[config.mk]
export PLATFORM = sky130hd
export DESIGN_NAME = mtm_timer
export DESIGN_NICKNAME = d
export VERILOG_FILES = /design/src/common/mtm_pkg.sv /design/src/hdl/mtm_pin_edge.sv /design/src/hdl/mtm_timer.sv
export VERILOG_INCLUDE_DIRS = /design/src /design/src/common
export SDC_FILE = /design/constraint.sdc
export NUM_CORES = 1
export LEC_CHECK = 0
export ABC_AREA = 0
export ABC_CLOCK_PERIOD_IN_PS = 11000
export BUFFER_PORTS_ARGS = -buffer_cell sky130_fd_sc_hd__buf_2
export CAP_MARGIN = 20
export CORE_UTILIZATION = 45
export DETAILED_ROUTE_END_ITERATION = 10
export PLACE_DENSITY = 0.62
export SLEW_MARGIN = 20
export SYNTH_ARGS = -nofsm -noshare
export SYNTH_HDL_FRONTEND = slang
export SYNTH_SLANG_ARGS = --single-unit
[constraint.sdc]
create_clock -name sys_clk -period 11 [get_ports sys_clk]
set_clock_uncertainty 0.05 [all_clocks]
set_input_delay 1.1 -clock sys_clk [delete_from_list [all_inputs] [get_ports sys_clk]]
set_output_delay 1.1 -clock sys_clk [all_outputs]
set_load 0.005 [all_outputs]
[src/common/mtm_consts.svh]
`ifndef MTM_CONSTS_SVH
`define MTM_CONSTS_SVH

// ----------------------------------------
// register word addresses
// ----------------------------------------
`define MTM_A_CTRL      4'h0
`define MTM_A_MODE      4'h1
`define MTM_A_INFN      4'h2
`define MTM_A_OUTA      4'h3
`define MTM_A_OUTB      4'h4
`define MTM_A_LOOP      4'h5
`define MTM_A_CENTRAL_IRQ_CONTROL_REG      4'h6
`define MTM_A_PRESC     4'h7
`define MTM_A_CNT       4'h8
`define MTM_A_CMP0      4'h9
`define MTM_A_CMP1      4'hA
`define MTM_A_REG0      4'hB
`define MTM_A_REG1      4'hC
`define MTM_A_STAT      4'hD

// ----------------------------------------
// field positions
// ----------------------------------------
`define MTM_CTRL_RUN    7
`define MTM_CTRL_TRIG   6
`define MTM_CTRL_DOWN   5
`define MTM_CTRL_SEL    4
`define MTM_CENTRAL_IRQ_CONTROL_REG_GRUN   7
`define MTM_CENTRAL_IRQ_CONTROL_REG_EVWRAP 0
`define MTM_CENTRAL_IRQ_CONTROL_REG_EVCMP0 1

// ----------------------------------------
// reset values and counts
// ----------------------------------------
`define MTM_BYTE_RST    8'h00
`define MTM_WORD_RST    16'h0000
`define MTM_WORD_ONES   16'hFFFF
`define MTM_CLK_DIV     2'h3
`define MTM_VEC_CMP     3'h6
`define MTM_VEC_CAP     3'h4
`define MTM_VEC_WRAP    3'h0

`endif

[src/common/mtm_pkg.sv]
package mtm_pkg;

  // ----------------------------------------
  // operating modes
  // ----------------------------------------
  typedef enum logic [3:0] {
    mode_one_shot,
    mode_continuous,
    mode_trigger,
    mode_retrigger,
    mode_gate,
    mode_capture,
    mode_updown,
    mode_free_run,
    mode_monitor,
    mode_autoclear,
    mode_biload,
    mode_bicapture,
    mode_parallel
  } mtm_mode_t;

  // ----------------------------------------
  // output pin actions
  // ----------------------------------------
  typedef enum logic [1:0] {
    act_hold,
    act_set,
    act_reset,
    act_toggle
  } mtm_act_t;

endpackage

[src/hdl/mtm_pin_edge.sv]
`timescale 1ns/1ps

module mtm_pin_edge (
  // clock and reset
  input  wire logic       sys_clk,
  input  wire logic       rst,
  // pin and edge choice
  input  wire logic       pin,
  input  wire logic [1:0] edge_sel,
  // synced results
  output logic            level,
  output logic            edge_hit,
  output logic            any_edge
);

  logic meta;
  logic prev;

  // ----------------------------------------
  // two-stage sync, then edge detect
  // ----------------------------------------
  always_ff @(posedge sys_clk) begin
    if (rst) begin
      meta  <= 1'b0;
      level <= 1'b0;
      prev  <= 1'b0;
    end else begin
      meta  <= pin;
      level <= meta;
      prev  <= level;
    end
  end

  assign any_edge = level ^ prev;
  assign edge_hit = (edge_sel[0] & level & ~prev) | (edge_sel[1] & ~level & prev);

endmodule

[src/hdl/mtm_timer.sv]
`timescale 1ns/1ps
`include "mtm_consts.svh"

module mtm_timer (
  // clock and reset
  input  wire logic        sys_clk,
  input  wire logic        rst,
  // register port
  input  wire logic [3:0]  addr,
  input  wire logic [15:0] wdata,
  input  wire logic        wr,
  input  wire logic        rd,
  output logic [15:0]      rdata,
  // pins
  input  wire logic        input_pin_a,
  input  wire logic        input_pin_b,
  output logic             output_pin_a,
  output logic             output_pin_b,
  // cascade and events
  input  wire logic        cascade_in,
  output logic             cascade_out,
  output logic             chip_event,
  output logic             irq_req,
  output logic [2:0]       irq_vector
);

  // ----------------------------------------
  // registers
  // ----------------------------------------
  logic [7:0]  ctrl;
  logic [3:0]  mode_r;
  logic [7:0]  infn;
  logic [5:0]  act_a;
  logic [5:0]  act_b;
  logic        pin_loopback_bit;
  logic [7:0]  central_irq_control_reg;
  logic [7:0]  presc;
  logic [15:0] cnt;
  logic [15:0] cmp0;
  logic [15:0] cmp1;
  logic [15:0] cr0;
  logic [15:0] cr1;

  // ----------------------------------------
  // internal state
  // ----------------------------------------
  logic [1:0]  div3;
  logic [7:0]  pcnt;
  logic        down;
  logic        stopped;
  logic        ld_tog;
  logic        cap_tog;
  logic [15:0] prev_cnt;
  logic        la, lb, ea, eb, qa, qb;
  logic        trig_a, trig_b, gate_a, gate_b, ext_a, ext_b;
  logic        clkud, dirlvl, trigud, quad;
  logic        run, sw_trig, trig, gate_hi, div_tick, presc_in, ptick;
  logic        direct_step, direct_dn, step, dn_step, wrap, eoc, load_hit;
  logic        cap_evt, cmp0_evt, cmp1_evt, stop_mode;
  logic [15:0] load_val;
  mtm_pkg::mtm_mode_t mode;

  function automatic logic wr_at(input logic [3:0] a);
    wr_at = wr && (addr == a);
  endfunction

  function automatic logic apply_act(input logic cur, input logic [1:0] act, input logic hit);
    apply_act = cur;
    if (hit) begin
      case (mtm_pkg::mtm_act_t'(act))
        mtm_pkg::act_set:    apply_act = 1'b1;
        mtm_pkg::act_reset:  apply_act = 1'b0;
        mtm_pkg::act_toggle: apply_act = ~cur;
        default:             apply_act = cur;
      endcase
    end
  endfunction

  assign mode    = mtm_pkg::mtm_mode_t'(mode_r);
  assign run     = ctrl[`MTM_CTRL_RUN] & central_irq_control_reg[`MTM_CENTRAL_IRQ_CONTROL_REG_GRUN];
  assign sw_trig = wr_at(`MTM_A_CTRL) & wdata[`MTM_CTRL_TRIG];

  // ----------------------------------------
  // input pins
  // ----------------------------------------
  mtm_pin_edge u_pin_a (
    .sys_clk  (sys_clk),
    .rst      (rst),
    .pin      (pin_loopback_bit ? output_pin_a : input_pin_a),
    .edge_sel (infn[5:4]),
    .level    (la),
    .edge_hit (ea),
    .any_edge (qa)
  );

  mtm_pin_edge u_pin_b (
    .sys_clk  (sys_clk),
    .rst      (rst),
    .pin      (input_pin_b),
    .edge_sel (infn[7:6]),
    .level    (lb),
    .edge_hit (eb),
    .any_edge (qb)
  );

  // ----------------------------------------
  // pin roles
  // ----------------------------------------
  always_comb begin
    {trig_a, trig_b, gate_a, gate_b, ext_a, ext_b} = 6'h00;
    {clkud, dirlvl, trigud, quad} = 4'h0;
    case (infn[3:0])
      4'h1: trig_b = 1'b1;
      4'h2: gate_a = 1'b1;
      4'h3: begin
        gate_a = 1'b1;
        trig_b = 1'b1;
      end
      4'h4: ext_b = 1'b1;
      4'h5: trig_a = 1'b1;
      4'h6: begin
        gate_a = 1'b1;
        ext_b  = 1'b1;
      end
      4'h7: begin
        trig_a = 1'b1;
        trig_b = 1'b1;
      end
      4'h8: clkud = 1'b1;
      4'h9: begin
        dirlvl = 1'b1;
        ext_b  = 1'b1;
      end
      4'hA: begin
        trigud = 1'b1;
        trig_a = 1'b1;
        trig_b = 1'b1;
      end
      4'hB: dirlvl = 1'b1;
      4'hC: quad = 1'b1;
      4'hD: begin
        trig_a = 1'b1;
        ext_b  = 1'b1;
      end
      4'hE: begin
        ext_a  = 1'b1;
        trig_b = 1'b1;
      end
      4'hF: begin
        trig_a = 1'b1;
        gate_b = 1'b1;
      end
      default: quad = 1'b0;
    endcase
  end

  assign trig    = sw_trig | (trig_a & ea) | (trig_b & eb);
  assign gate_hi = (mode == mtm_pkg::mode_gate) & ((gate_a & la) | (gate_b & lb));

  // quadrature: a edge with a!=b counts up, b edge with a==b counts up
  always_comb begin
    direct_step = 1'b0;
    direct_dn   = 1'b0;
    if (quad && (qa ^ qb)) begin
      direct_step = 1'b1;
      direct_dn   = qa ? (la == lb) : (la != lb);
    end else if (clkud && (ea ^ eb)) begin
      direct_step = 1'b1;
      direct_dn   = eb;
    end else if (trigud && mode == mtm_pkg::mode_updown && (ea ^ eb)) begin
      direct_step = 1'b1;
      direct_dn   = eb;
    end
  end

  // ----------------------------------------
  // clock divider and prescaler
  // ----------------------------------------
  assign div_tick = (div3 == `MTM_CLK_DIV - 2'h1);
  assign presc_in = (ext_a & ea) | (ext_b & eb) |
                    (~ext_a & ~ext_b & ((mode == mtm_pkg::mode_parallel) ? cascade_in : div_tick));
  assign ptick    = run & presc_in & (pcnt == presc);

  always_ff @(posedge sys_clk) begin
    if (rst) begin
      div3 <= 2'h0;
      pcnt <= `MTM_BYTE_RST;
    end else if (run) begin
      div3 <= div_tick ? 2'h0 : div3 + 2'h1;
      if (presc_in) begin
        pcnt <= (pcnt == presc) ? `MTM_BYTE_RST : pcnt + 8'h01;
      end
    end
  end

  always_ff @(posedge sys_clk) begin
    if (rst) begin
      cascade_out <= 1'b0;
    end else begin
      cascade_out <= ptick;
    end
  end

  // ----------------------------------------
  // counter
  // ----------------------------------------
  assign stop_mode = (mode == mtm_pkg::mode_one_shot) | (mode == mtm_pkg::mode_trigger);
  assign step      = run & ~gate_hi & ~stopped & (ptick | direct_step);
  assign dn_step   = direct_step ? direct_dn : down;
  assign eoc       = down ? (cnt == `MTM_WORD_RST) : (cnt == `MTM_WORD_ONES);
  assign wrap      = step & (dn_step ? (cnt == `MTM_WORD_RST) : (cnt == `MTM_WORD_ONES));
  assign load_val  = (mode == mtm_pkg::mode_biload) ? (ld_tog ? cr1 : cr0) : (ctrl[`MTM_CTRL_SEL] ? cr1 : cr0);
  assign load_hit  = (trig & (mode == mtm_pkg::mode_retrigger)) | (trig & (mode == mtm_pkg::mode_trigger) & stopped);

  always_ff @(posedge sys_clk) begin
    if (rst) begin
      cnt <= `MTM_WORD_RST;
    end else if (wr_at(`MTM_A_CNT)) begin
      cnt <= wdata;
    end else if (load_hit) begin
      cnt <= load_val;
    end else if (trig && mode == mtm_pkg::mode_autoclear) begin
      cnt <= down ? `MTM_WORD_ONES : `MTM_WORD_RST;
    end else if (wrap && (mode == mtm_pkg::mode_continuous || mode == mtm_pkg::mode_biload)) begin
      cnt <= load_val;
    end else if (wrap && stop_mode) begin
      cnt <= cnt;
    end else if (step) begin
      cnt <= dn_step ? cnt - 16'h0001 : cnt + 16'h0001;
    end
  end

  // clearing stopped on a CNT or MODE write also blocks a stale trigger-mode reload
  always_ff @(posedge sys_clk) begin
    if (rst) begin
      stopped <= 1'b0;
    end else if (wr_at(`MTM_A_CNT) || load_hit || wr_at(`MTM_A_MODE)) begin
      stopped <= 1'b0;
    end else if (wrap && stop_mode) begin
      stopped <= 1'b1;
    end
  end

  always_ff @(posedge sys_clk) begin
    if (rst) begin
      down <= 1'b0;
    end else if (wr_at(`MTM_A_CTRL)) begin
      down <= wdata[`MTM_CTRL_DOWN];
    end else if (dirlvl) begin
      down <= la;
    end else if (trig && !trigud && mode == mtm_pkg::mode_updown) begin
      down <= ~down;
    end
  end

  always_ff @(posedge sys_clk) begin
    if (rst) begin
      ld_tog <= 1'b0;
    end else if (wrap && mode == mtm_pkg::mode_biload) begin
      ld_tog <= ~ld_tog;
    end
  end

  // ----------------------------------------
  // capture / load registers
  // ----------------------------------------
  assign cap_evt = trig & ((mode == mtm_pkg::mode_capture) | (mode == mtm_pkg::mode_bicapture));

  always_ff @(posedge sys_clk) begin
    if (rst) begin
      cr0     <= `MTM_WORD_RST;
      cr1     <= `MTM_WORD_RST;
      cap_tog <= 1'b0;
    end else begin
      if (wr_at(`MTM_A_REG0)) begin
        cr0 <= wdata;
      end
      if (wr_at(`MTM_A_REG1)) begin
        cr1 <= wdata;
      end
      if (mode == mtm_pkg::mode_monitor) begin
        if (ctrl[`MTM_CTRL_SEL]) begin
          cr1 <= cnt;
        end else begin
          cr0 <= cnt;
        end
      end else if (cap_evt && mode == mtm_pkg::mode_capture) begin
        if (ctrl[`MTM_CTRL_SEL]) begin
          cr1 <= cnt;
        end else begin
          cr0 <= cnt;
        end
      end else if (cap_evt) begin
        cap_tog <= ~cap_tog;
        if (cap_tog) begin
          cr1 <= cnt;
        end else begin
          cr0 <= cnt;
        end
      end
    end
  end

  // ----------------------------------------
  // compare, output pins, events
  // ----------------------------------------
  // compare fires only on a fresh counter value, not while parked on it
  assign cmp0_evt = (cnt != prev_cnt) & (cnt == cmp0);
  assign cmp1_evt = (cnt != prev_cnt) & (cnt == cmp1);

  always_ff @(posedge sys_clk) begin
    if (rst) begin
      prev_cnt <= `MTM_WORD_RST;
    end else begin
      prev_cnt <= cnt;
    end
  end

  always_ff @(posedge sys_clk) begin
    if (rst) begin
      output_pin_a <= 1'b0;
      output_pin_b <= 1'b0;
    end else begin
      output_pin_a <= apply_act(apply_act(apply_act(output_pin_a, act_a[1:0], wrap),
                                          act_a[3:2], cmp0_evt), act_a[5:4], cmp1_evt);
      output_pin_b <= apply_act(apply_act(apply_act(output_pin_b, act_b[1:0], wrap),
                                          act_b[3:2], cmp0_evt), act_b[5:4], cmp1_evt);
    end
  end

  always_ff @(posedge sys_clk) begin
    if (rst) begin
      chip_event <= 1'b0;
      irq_req    <= 1'b0;
      irq_vector <= `MTM_VEC_WRAP;
    end else begin
      chip_event <= (central_irq_control_reg[`MTM_CENTRAL_IRQ_CONTROL_REG_EVWRAP] & wrap) | (central_irq_control_reg[`MTM_CENTRAL_IRQ_CONTROL_REG_EVCMP0] & cmp0_evt);
      irq_req    <= wrap | cap_evt | cmp0_evt | cmp1_evt;
      if (cmp0_evt || cmp1_evt) begin
        irq_vector <= `MTM_VEC_CMP;
      end else if (cap_evt) begin
        irq_vector <= `MTM_VEC_CAP;
      end else if (wrap) begin
        irq_vector <= `MTM_VEC_WRAP;
      end
    end
  end

  // ----------------------------------------
  // register port
  // ----------------------------------------
  always_ff @(posedge sys_clk) begin
    if (rst) begin
      ctrl             <= `MTM_BYTE_RST;
      mode_r           <= 4'h0;
      infn             <= `MTM_BYTE_RST;
      act_a            <= 6'h00;
      act_b            <= 6'h00;
      pin_loopback_bit <= 1'b0;
      central_irq_control_reg             <= `MTM_BYTE_RST;
      presc            <= `MTM_BYTE_RST;
      cmp0             <= `MTM_WORD_RST;
      cmp1             <= `MTM_WORD_RST;
    end else if (wr) begin
      case (addr)
        `MTM_A_CTRL:  ctrl <= wdata[7:0] & 8'hBF;
        `MTM_A_MODE:  mode_r <= wdata[3:0];
        `MTM_A_INFN:  infn <= wdata[7:0];
        `MTM_A_OUTA:  act_a <= wdata[5:0];
        `MTM_A_OUTB:  act_b <= wdata[5:0];
        `MTM_A_LOOP:  pin_loopback_bit <= wdata[0];
        `MTM_A_CENTRAL_IRQ_CONTROL_REG:  central_irq_control_reg <= wdata[7:0];
        `MTM_A_PRESC: presc <= wdata[7:0];
        `MTM_A_CMP0:  cmp0 <= wdata;
        `MTM_A_CMP1:  cmp1 <= wdata;
        default:      presc <= presc;
      endcase
    end
  end

  always_ff @(posedge sys_clk) begin
    if (rst) begin
      rdata <= `MTM_WORD_RST;
    end else if (rd) begin
      case (addr)
        `MTM_A_CTRL:  rdata <= {8'h00, ctrl};
        `MTM_A_MODE:  rdata <= {12'h000, mode_r};
        `MTM_A_INFN:  rdata <= {8'h00, infn};
        `MTM_A_OUTA:  rdata <= {10'h000, act_a};
        `MTM_A_OUTB:  rdata <= {10'h000, act_b};
        `MTM_A_LOOP:  rdata <= {15'h0000, pin_loopback_bit};
        `MTM_A_CENTRAL_IRQ_CONTROL_REG:  rdata <= {8'h00, central_irq_control_reg};
        `MTM_A_PRESC: rdata <= {8'h00, presc};
        `MTM_A_CNT:   rdata <= cnt;
        `MTM_A_CMP0:  rdata <= cmp0;
        `MTM_A_CMP1:  rdata <= cmp1;
        `MTM_A_REG0:  rdata <= cr0;
        `MTM_A_REG1:  rdata <= cr1;
        `MTM_A_STAT:  rdata <= {11'h000, cap_tog, ld_tog, stopped, down, eoc};
        default:      rdata <= `MTM_WORD_RST;
      endcase
    end
  end
endmodule

# Yosys cells after proc, flatten, opt, wreduce, memory -nomap -nowiden
# Index checks and enable logic that the tools add are counted.
[totals] ff_bits=187 inputBits=27 word_cells=290
[op_classes] bitwise_logic=71 n_reduce_logical=46 n_mux=70 n_addsub=4 eq_ne=66
[ops] cell="16-bit two-way mux" n=23
[ops] cell="16-bit case mux with 14 select lines" n=1
[ops] cell="4-bit equality test, second input constant" n=19
[ops] cell="4-bit by 3-bit equality test with 1-bit output, second input constant" n=11
[ops] cell="1-bit two-way mux" n=35
[ops] cell="1-bit bitwise AND" n=33
[ops] cell="16-bit equality test" n=2
[ops] cell="2-bit equality test, second input constant" n=13
[ops] cell="4-bit by 2-bit equality test with 1-bit output, second input constant" n=6
[ops] cell="2-bit AND reduction" n=12
[ops] cell="1-bit NOT" n=19
[ops] cell="1-bit case mux with 3 select lines" n=6
[ops] cell="16-bit by 1-bit adder with 16-bit output, second input constant" n=1
[ops] cell="16-bit equality test, second input constant" n=1
[ops] cell="1-bit logical AND" n=16
[ops] cell="16-bit zero test" n=1
[ops] cell="16-bit != test" n=1
[ops] cell="16-bit by 1-bit subtractor with 16-bit output, second input constant" n=1
[ops] cell="1-bit OR" n=15
[ops] cell="2-bit by 1-bit equality test with 1-bit output, second input constant" n=6
[ops] cell="4-bit by 1-bit equality test with 1-bit output, second input constant" n=3
[ops] cell="5-bit OR reduction" n=2
[ops] cell="3-bit two-way mux" n=3
[ops] cell="8-bit by 1-bit adder with 8-bit output, second input constant" n=1
[ops] cell="17 further kinds" n=26

# Depth between registers and ports, before layout
[logic_depth] word_depth=21 ltp_mapped=16 mapped_depth_nobuf=15

# Cells and area by module
# From an unflattened synthesis, not the netlist that was laid out.
[hier_totals] cells_unflattened=1304 area_unflattened_um2=10531.4
[modules_own_cells] mod="mtm_timer" cells_each=1284 seq_area_each_um2=3623.5 n_inst=1 area_each_um2=10323.7
[modules_own_cells] mod="mtm_pin_edge" cells_each=10 seq_area_each_um2=60.1 n_inst=2 area_each_um2=103.8

# Worst setup path before layout
# No wires, ideal clock.
[synth_path] kind="register to register" from="reg u_pin_b.level" to="reg cnt[15]" slack_ns=7.481 t_arrival_ns=3.347 path_buffers=0 required_time_ns=10.828 path_stages_with_launch=15 cell_sequence="dfxtp_1 and3b_1 o211ai_2 a21oi_2 o31ai_4 ha_1 a21o_1 a21o_1 a211oi_1 o221a_2 o21ai_0 xnor2_1 o32ai_1 a211oi_1 a221o_1"
[synth_via] elab_chain_len=17 word_cells_on_any_way=56 classes_between="3 x eq/ne; 16 x mux; 29 x bitwise; 8 x reduce/logical"
[synth_lines] element="from (decl)" line_no="mtm_pin_edge.sv:11" source="output logic level,"
[synth_lines] element="from (signal assigned)" line_no="mtm_pin_edge.sv:29" source="level <= meta;"
[synth_lines] element="1-bit NOT" line_no="mtm_pin_edge.sv:35" source="assign edge_hit = (edge_sel[0] & level & ~prev) | (edge_sel[1] & ~level & prev);"
[synth_lines] element="1-bit bitwise AND (2 in a row)" line_no="mtm_pin_edge.sv:35"
[synth_lines] element="1-bit OR" line_no="mtm_pin_edge.sv:35"
[synth_lines] element="1-bit bitwise XOR or 1-bit bitwise AND (tied branches)" line_no="mtm_timer.sv:167, mtm_timer.sv:170, mtm_timer.sv:180"
[synth_lines] element="1-bit logical AND or 1-bit OR (tied branches)" line_no="mtm_timer.sv:170, mtm_timer.sv:180"
[synth_lines] element="1-bit two-way mux or 1-bit OR (tied branches)" line_no="mtm_timer.sv:170, mtm_timer.sv:180"
[synth_lines] element="1-bit two-way mux or 1-bit bitwise AND (tied branches)" line_no="mtm_timer.sv:167, mtm_timer.sv:182"
[synth_lines] element="1-bit two-way mux or 1-bit bitwise AND (tied branches)" line_no="mtm_timer.sv:164, mtm_timer.sv:182"
[synth_lines] element="1-bit two-way mux or 1-bit OR (tied branches)" line_no="mtm_timer.sv:209, mtm_timer.sv:208"
[synth_lines] element="16-bit two-way mux, or another cell as far along" line_no="mtm_timer.sv:229" source="cnt <= dn_step ? cnt - 16'h0001 : cnt + 16'h0001;"
[synth_lines] element="16-bit two-way mux or 1-bit bitwise AND (tied branches)" line_no="mtm_timer.sv:228, mtm_timer.sv:211"
[synth_lines] element="16-bit two-way mux or 1-bit logical AND (tied branches)" line_no="mtm_timer.sv:226, mtm_timer.sv:224"
[synth_lines] element="16-bit two-way mux" line_no="mtm_timer.sv:224" source="end else if (wrap && (mode == mtm_pkg::mode_continuous || mode == mtm_pkg::mode_biload)) begin"
[synth_lines] element="16-bit two-way mux" line_no="mtm_timer.sv:222" source="end else if (trig && mode == mtm_pkg::mode_autoclear) begin"
[synth_lines] element="16-bit two-way mux" line_no="mtm_timer.sv:220" source="end else if (load_hit) begin"
[synth_lines] element="16-bit two-way mux" line_no="mtm_timer.sv:218" source="end else if (wr_at(`MTM_A_CNT)) begin"
[synth_lines] element="to (signal assigned)" line_no="mtm_timer.sv:219" source="cnt <= wdata;"
[synth_lines] element="to (signal assigned)" line_no="mtm_timer.sv:221" source="cnt <= load_val;"
[synth_lines] element="to (signal assigned)" line_no="mtm_timer.sv:223" source="cnt <= down ? `MTM_WORD_ONES : `MTM_WORD_RST;"
[synth_lines] element="to (decl)" line_no="mtm_timer.sv:38" source="logic [15:0] cnt;"
# Parallel ways exist; a longest one is shown, timed or not. The select of a mux whose other input is x is not followed.
# A chain may end at the register's enable or synchronous reset.

# Worst setup path after layout
[layout_path] from="reg mode_r[0] (netlist: mode[0])" to="reg cnt[15]"
[layout_via] elab_chain_len=14 word_cells_on_any_way=51 classes_between="9 x eq/ne; 17 x mux; 16 x bitwise; 9 x reduce/logical"
[layout_lines] element="from (decl)" line_no="mtm_timer.sv:31" source="logic [3:0] mode_r;"
[layout_lines] element="from (signal assigned)" line_no="mtm_timer.sv:367" source="`MTM_A_MODE: mode_r <= wdata[3:0];"
[layout_lines] element="4-bit equality test or 4-bit by 3-bit equality test with 1-bit output (tied branches)" line_no="mtm_timer.sv:181, mtm_timer.sv:170"
[layout_lines] element="1-bit two-way mux or 1-bit logical AND (tied branches)" line_no="mtm_timer.sv:181, mtm_timer.sv:170"
[layout_lines] element="1-bit bitwise AND or 1-bit logical AND (tied branches)" line_no="mtm_timer.sv:181, mtm_timer.sv:170"
[layout_lines] element="1-bit OR or 1-bit two-way mux (tied branches)" line_no="mtm_timer.sv:180, mtm_timer.sv:170"
[layout_lines] element="1-bit bitwise AND or 1-bit two-way mux (tied branches)" line_no="mtm_timer.sv:182, mtm_timer.sv:167"
[layout_lines] element="1-bit bitwise AND or 1-bit two-way mux (tied branches)" line_no="mtm_timer.sv:182, mtm_timer.sv:164"
[layout_lines] element="1-bit OR or 1-bit two-way mux (tied branches)" line_no="mtm_timer.sv:208, mtm_timer.sv:209"
[layout_lines] element="1-bit bitwise AND, or another cell as far along" line_no="mtm_timer.sv:208" source="assign step = run & ~gate_hi & ~stopped & (ptick | direct_step);"
[layout_lines] element="1-bit bitwise AND or 16-bit two-way mux (tied branches)" line_no="mtm_timer.sv:211, mtm_timer.sv:228"
[layout_lines] element="1-bit logical AND or 16-bit two-way mux (tied branches)" line_no="mtm_timer.sv:224, mtm_timer.sv:226"
[layout_lines] element="16-bit two-way mux" line_no="mtm_timer.sv:224"
[layout_lines] element="16-bit two-way mux" line_no="mtm_timer.sv:222"
[layout_lines] element="16-bit two-way mux" line_no="mtm_timer.sv:220"
[layout_lines] element="16-bit two-way mux" line_no="mtm_timer.sv:218"
# Parallel ways exist; a longest one is shown, timed or not. The select of a mux whose other input is x is not followed.

==> flow_summary_export.csv <==
group,metric,value,unit
global_routing,grt_use_total,0.2907,
clocking,cts_tree,"built",
clocking,path_clk_slew,0.07,ns
timing,fmaxAchievable,0.2346,GHz
logic_synthesis,synth_nets,1350,
logic_synthesis,synth_edf_count,0,
layout,drive_gt1_frac,0.08567,
worst_setup_path,cp-end-kind,"flip-flop",
logic_synthesis,synth_area,10390,um^2
layout,final_util,0.4962,
logic_synthesis,synth_flop_cell,"dfxtp_1",
logic_synthesis,synth_top_area_frac,0.3601,
timing,finalHoldViolCount,0,
layout,layout.nets,1316,
detailed_routing,wirelength,34.27,mm
logic_synthesis,ys_warn_count,0,
clocking,cts-root-buf,"clkbuf_16",
clocking,cts.sinks,187,
clocking,cts_resized,0,
floorplan,ios,51,
job,drv_cap,0,
logic_synthesis,async_reset_ff_frac,0,
global_routing,grt_pass1_wl,52.83,mm
power_and_ir_drop,p_leak,4.490,nW
detailed_routing,initialDrtViolationCount,1345,
worst_setup_path,worstPathMaxFanout,19,
power_and_ir_drop,p_comb_frac,0.078,
timing,grt_setup_unrepaired,"false",
layout,most-common-layout-cells,"187 x dfxtp_1, 182 x nand2_1, 138 x nor2_1, 100 x a21oi_1, 64 x mux2i_1",
placement,place_hpwl,23.61,mm
logic_synthesis,syn_avg_cell_area,7.965,um^2
detailed_routing,vias_per_cell,6.196,
worst_setup_path,arrival,4.60,ns
power_and_ir_drop,p_per_area,128.8,nW/um^2
power_and_ir_drop,p_seq_frac,0.484,
logic_synthesis,ys_types,71,
worst_setup_path,critPathKind,"flip-flop to flip-flop",
detailed_routing,wl_per_cell,21.84,um
run_status,status,"finished clean",
timing,setup-tns-final,0,ns
global_routing,grt_pass1_vias,8776,
power_and_ir_drop,peakVddDrop,0.1094,mV
power_and_ir_drop,sw_frac_of_total,0.2756,
floorplan,die_w,154.0,um
power_and_ir_drop,p_int,0.001048,W
timing,finalMaxSlewViolations,0,
floorplan,die_height,154.0,um
timing,worst_pin_slew,1.118,ns
detailed_routing,drcViolationCount,0,
global_routing,grt_start_max_net_pins,101,
layout,diodes,0,
detailed_routing,first_pass_iters,9,
clocking,numCtsBuffers,17,
layout,final_common_cell,"dfxtp_1",
min_path,worst_hold_path_type,"flip-flop to flip-flop",
placement,place_congestion,0.9203,
detailed_routing,antenna_left,0,
timing,post-route-min-period,4.263,ns
clocking,clockBufferDepth,2,
layout,area_growth,8.065,%
layout,nFillCells,2177,
clocking,post_cts_buffers,0,
worst_setup_path,crit_path_start_kind,"flip-flop",
worst_setup_path,cp.required,11.34,ns
power_and_ir_drop,switching_power,0.0003987,W
floorplan,fp-row-count,55,
detailed_routing,dr_total_vias,9722,
clocking,htree_levels,4,
logic_synthesis,ys_seq_area_frac,0.3601,
power_and_ir_drop,pwr-share-clk,0.438,
logic_synthesis,ys_ff_latch,187,
placement,numPortBuffers,49,
logic_synthesis,yosys-top-cells-area,"dfxtp_1 36%, nand2_1 6.6%, mux2i_1 6.3%",
global_routing,grt_overflow,0,
clocking,hold_buffers,0,
floorplan,die_area,23710,um^2
global_routing,antenna_found_initial,0,
timing,slew_headroom,0.2477,
clocking,clock_latency,0.45,ns
timing,post-route-period-util,0.3875,
logic_synthesis,yosys.area.top_type,"dfxtp_1",
floorplan,core,22640,um^2
timing,setup_viol,0,
logic_synthesis,syn_inst,1305,
floorplan,initial_core_util,0.4591,
-- layout make-up --
| type | count | area, um^2 | share of cell area |
|---|---|---|---|
| Inverter | 14 | 52.55 | 0.004678 |
| Timing Repair Buffer | 59 | 326.6 | 0.02907 |
| Clock buffer | 18 | 439.2 | 0.03910 |
| Multi-Input combinational cell | 992 | 6168 | 0.5491 |
| Tap cell | 285 | 356.6 | 0.03174 |
| Sequential cell | 187 | 3744 | 0.3333 |
| Clock inverter | 14 | 146.4 | 0.01303 |
-- final timing paths --
check	start	end	slack [ns]	depth (start not counted)
worst max-delay path	mode[0]	cnt[15]	6.74	14
worst min-delay path	u_pin_b.meta	u_pin_b.level	0.40	1
worst max register to register	mode[0]	cnt[15]	6.74	14
worst min register to register	u_pin_b.meta	u_pin_b.level	0.40	1
-- synthesized netlist by cell type, types with 5 or more instances --
master / number
or3_1: 6
o22ai_1: 5
a31oi_1: 12
buf_1: 10
nor3_1: 12
nand3b_1: 8
a221o_1: 9
buf_2: 6
a21oi_1: 101
a22oi_1: 22
xnor2_1: 33
and2_1: 5
nor2b_1: 31
o21ai_0: 43
ha_1: 17
and3_1: 6
nor4_1: 17
nand2_1: 182
nor2_1: 138
nand3_1: 62
xor2_1: 49
inv_1: 13
nand4_1: 18
a21o_1: 7
nand2b_1: 10
a311oi_1: 32
a222oi_1: 13
clkbuf_1: 92
dfxtp_1: 187
a22o_1: 7
o31ai_1: 6
mux2i_1: 65
a211oi_1: 11
-- metrics by stage --
stage	instances	instance area (um^2)	hold slack, ns	worst slack [ns]	total power, W
after floorplan	1305	10400	0.3638	7.481	0.0007829
after global placement	1537	10650	0.3844	6.812	0.0008255
after detailed placement	1537	10650	0.3765	6.698	0.0008260
after CTS	1569	11230	0.4070	6.750	0.001449
after global routing	1569	11230	0.4189	6.470	0.001488
final	1569	11230	0.4044	6.738	0.001447
-- worst max-delay path, stage by stage, from the launching register on --
cell	delay, ns
dfxtp_1	0.54
nand4bb_1	0.21
a2111o_1	0.19
a21oi_2	0.07
o31ai_4	0.77
ha_1	0.45
a21o_1	0.20
a21o_1	0.17
a211oi_1	0.27
o221a_2	0.26
o21ai_0	0.11
xnor2_1	0.28
o32ai_1	0.11
a211oi_1	0.37
a221o_1	0.16
-- kinds of logic after synthesis --
| logic type | Yosys count | synth area share |
|---|---|---|
| other | 1 | 0.0003608 |
| and+or+nand+nor | 514 | 0.2304 |
| DFF | 187 | 0.3601 |
| adders and majority gates | 18 | 0.02239 |
| AOI/OAI and AO/OA | 308 | 0.2029 |
| buffers and inverters | 126 | 0.04778 |
| xor gates and xnor gates | 82 | 0.06909 |
| muxes | 69 | 0.06692 |
-- routing by layer --
metal | wire length (um) | GRT usage | up-vias | share of wire
met3 | 2695 | 0.05186 | 80 | 0.079
li1 | - | - | 4613 | -
met2 | 14740 | 0.4284 | 486 | 0.43
met5 | 0 | 0 | - | 0
met1 | 15830 | 0.4176 | 4543 | 0.46
met4 | 1011 | 0.1148 | 0 | 0.030
-- power groups by stage --
stage | Clock, W | Combinational, W | Sequential, W
after floorplan | 0 | 0.0000739 | 0.000709
after global placement | 0 | 0.000110 | 0.000716
after detailed placement | 0 | 0.000110 | 0.000716
after CTS | 0.000639 | 0.000111 | 0.000700
after global routing | 0.000666 | 0.000121 | 0.000702
final | 0.000633 | 0.000113 | 0.000701
Note: power is estimated with default switching activity, not from simulation.
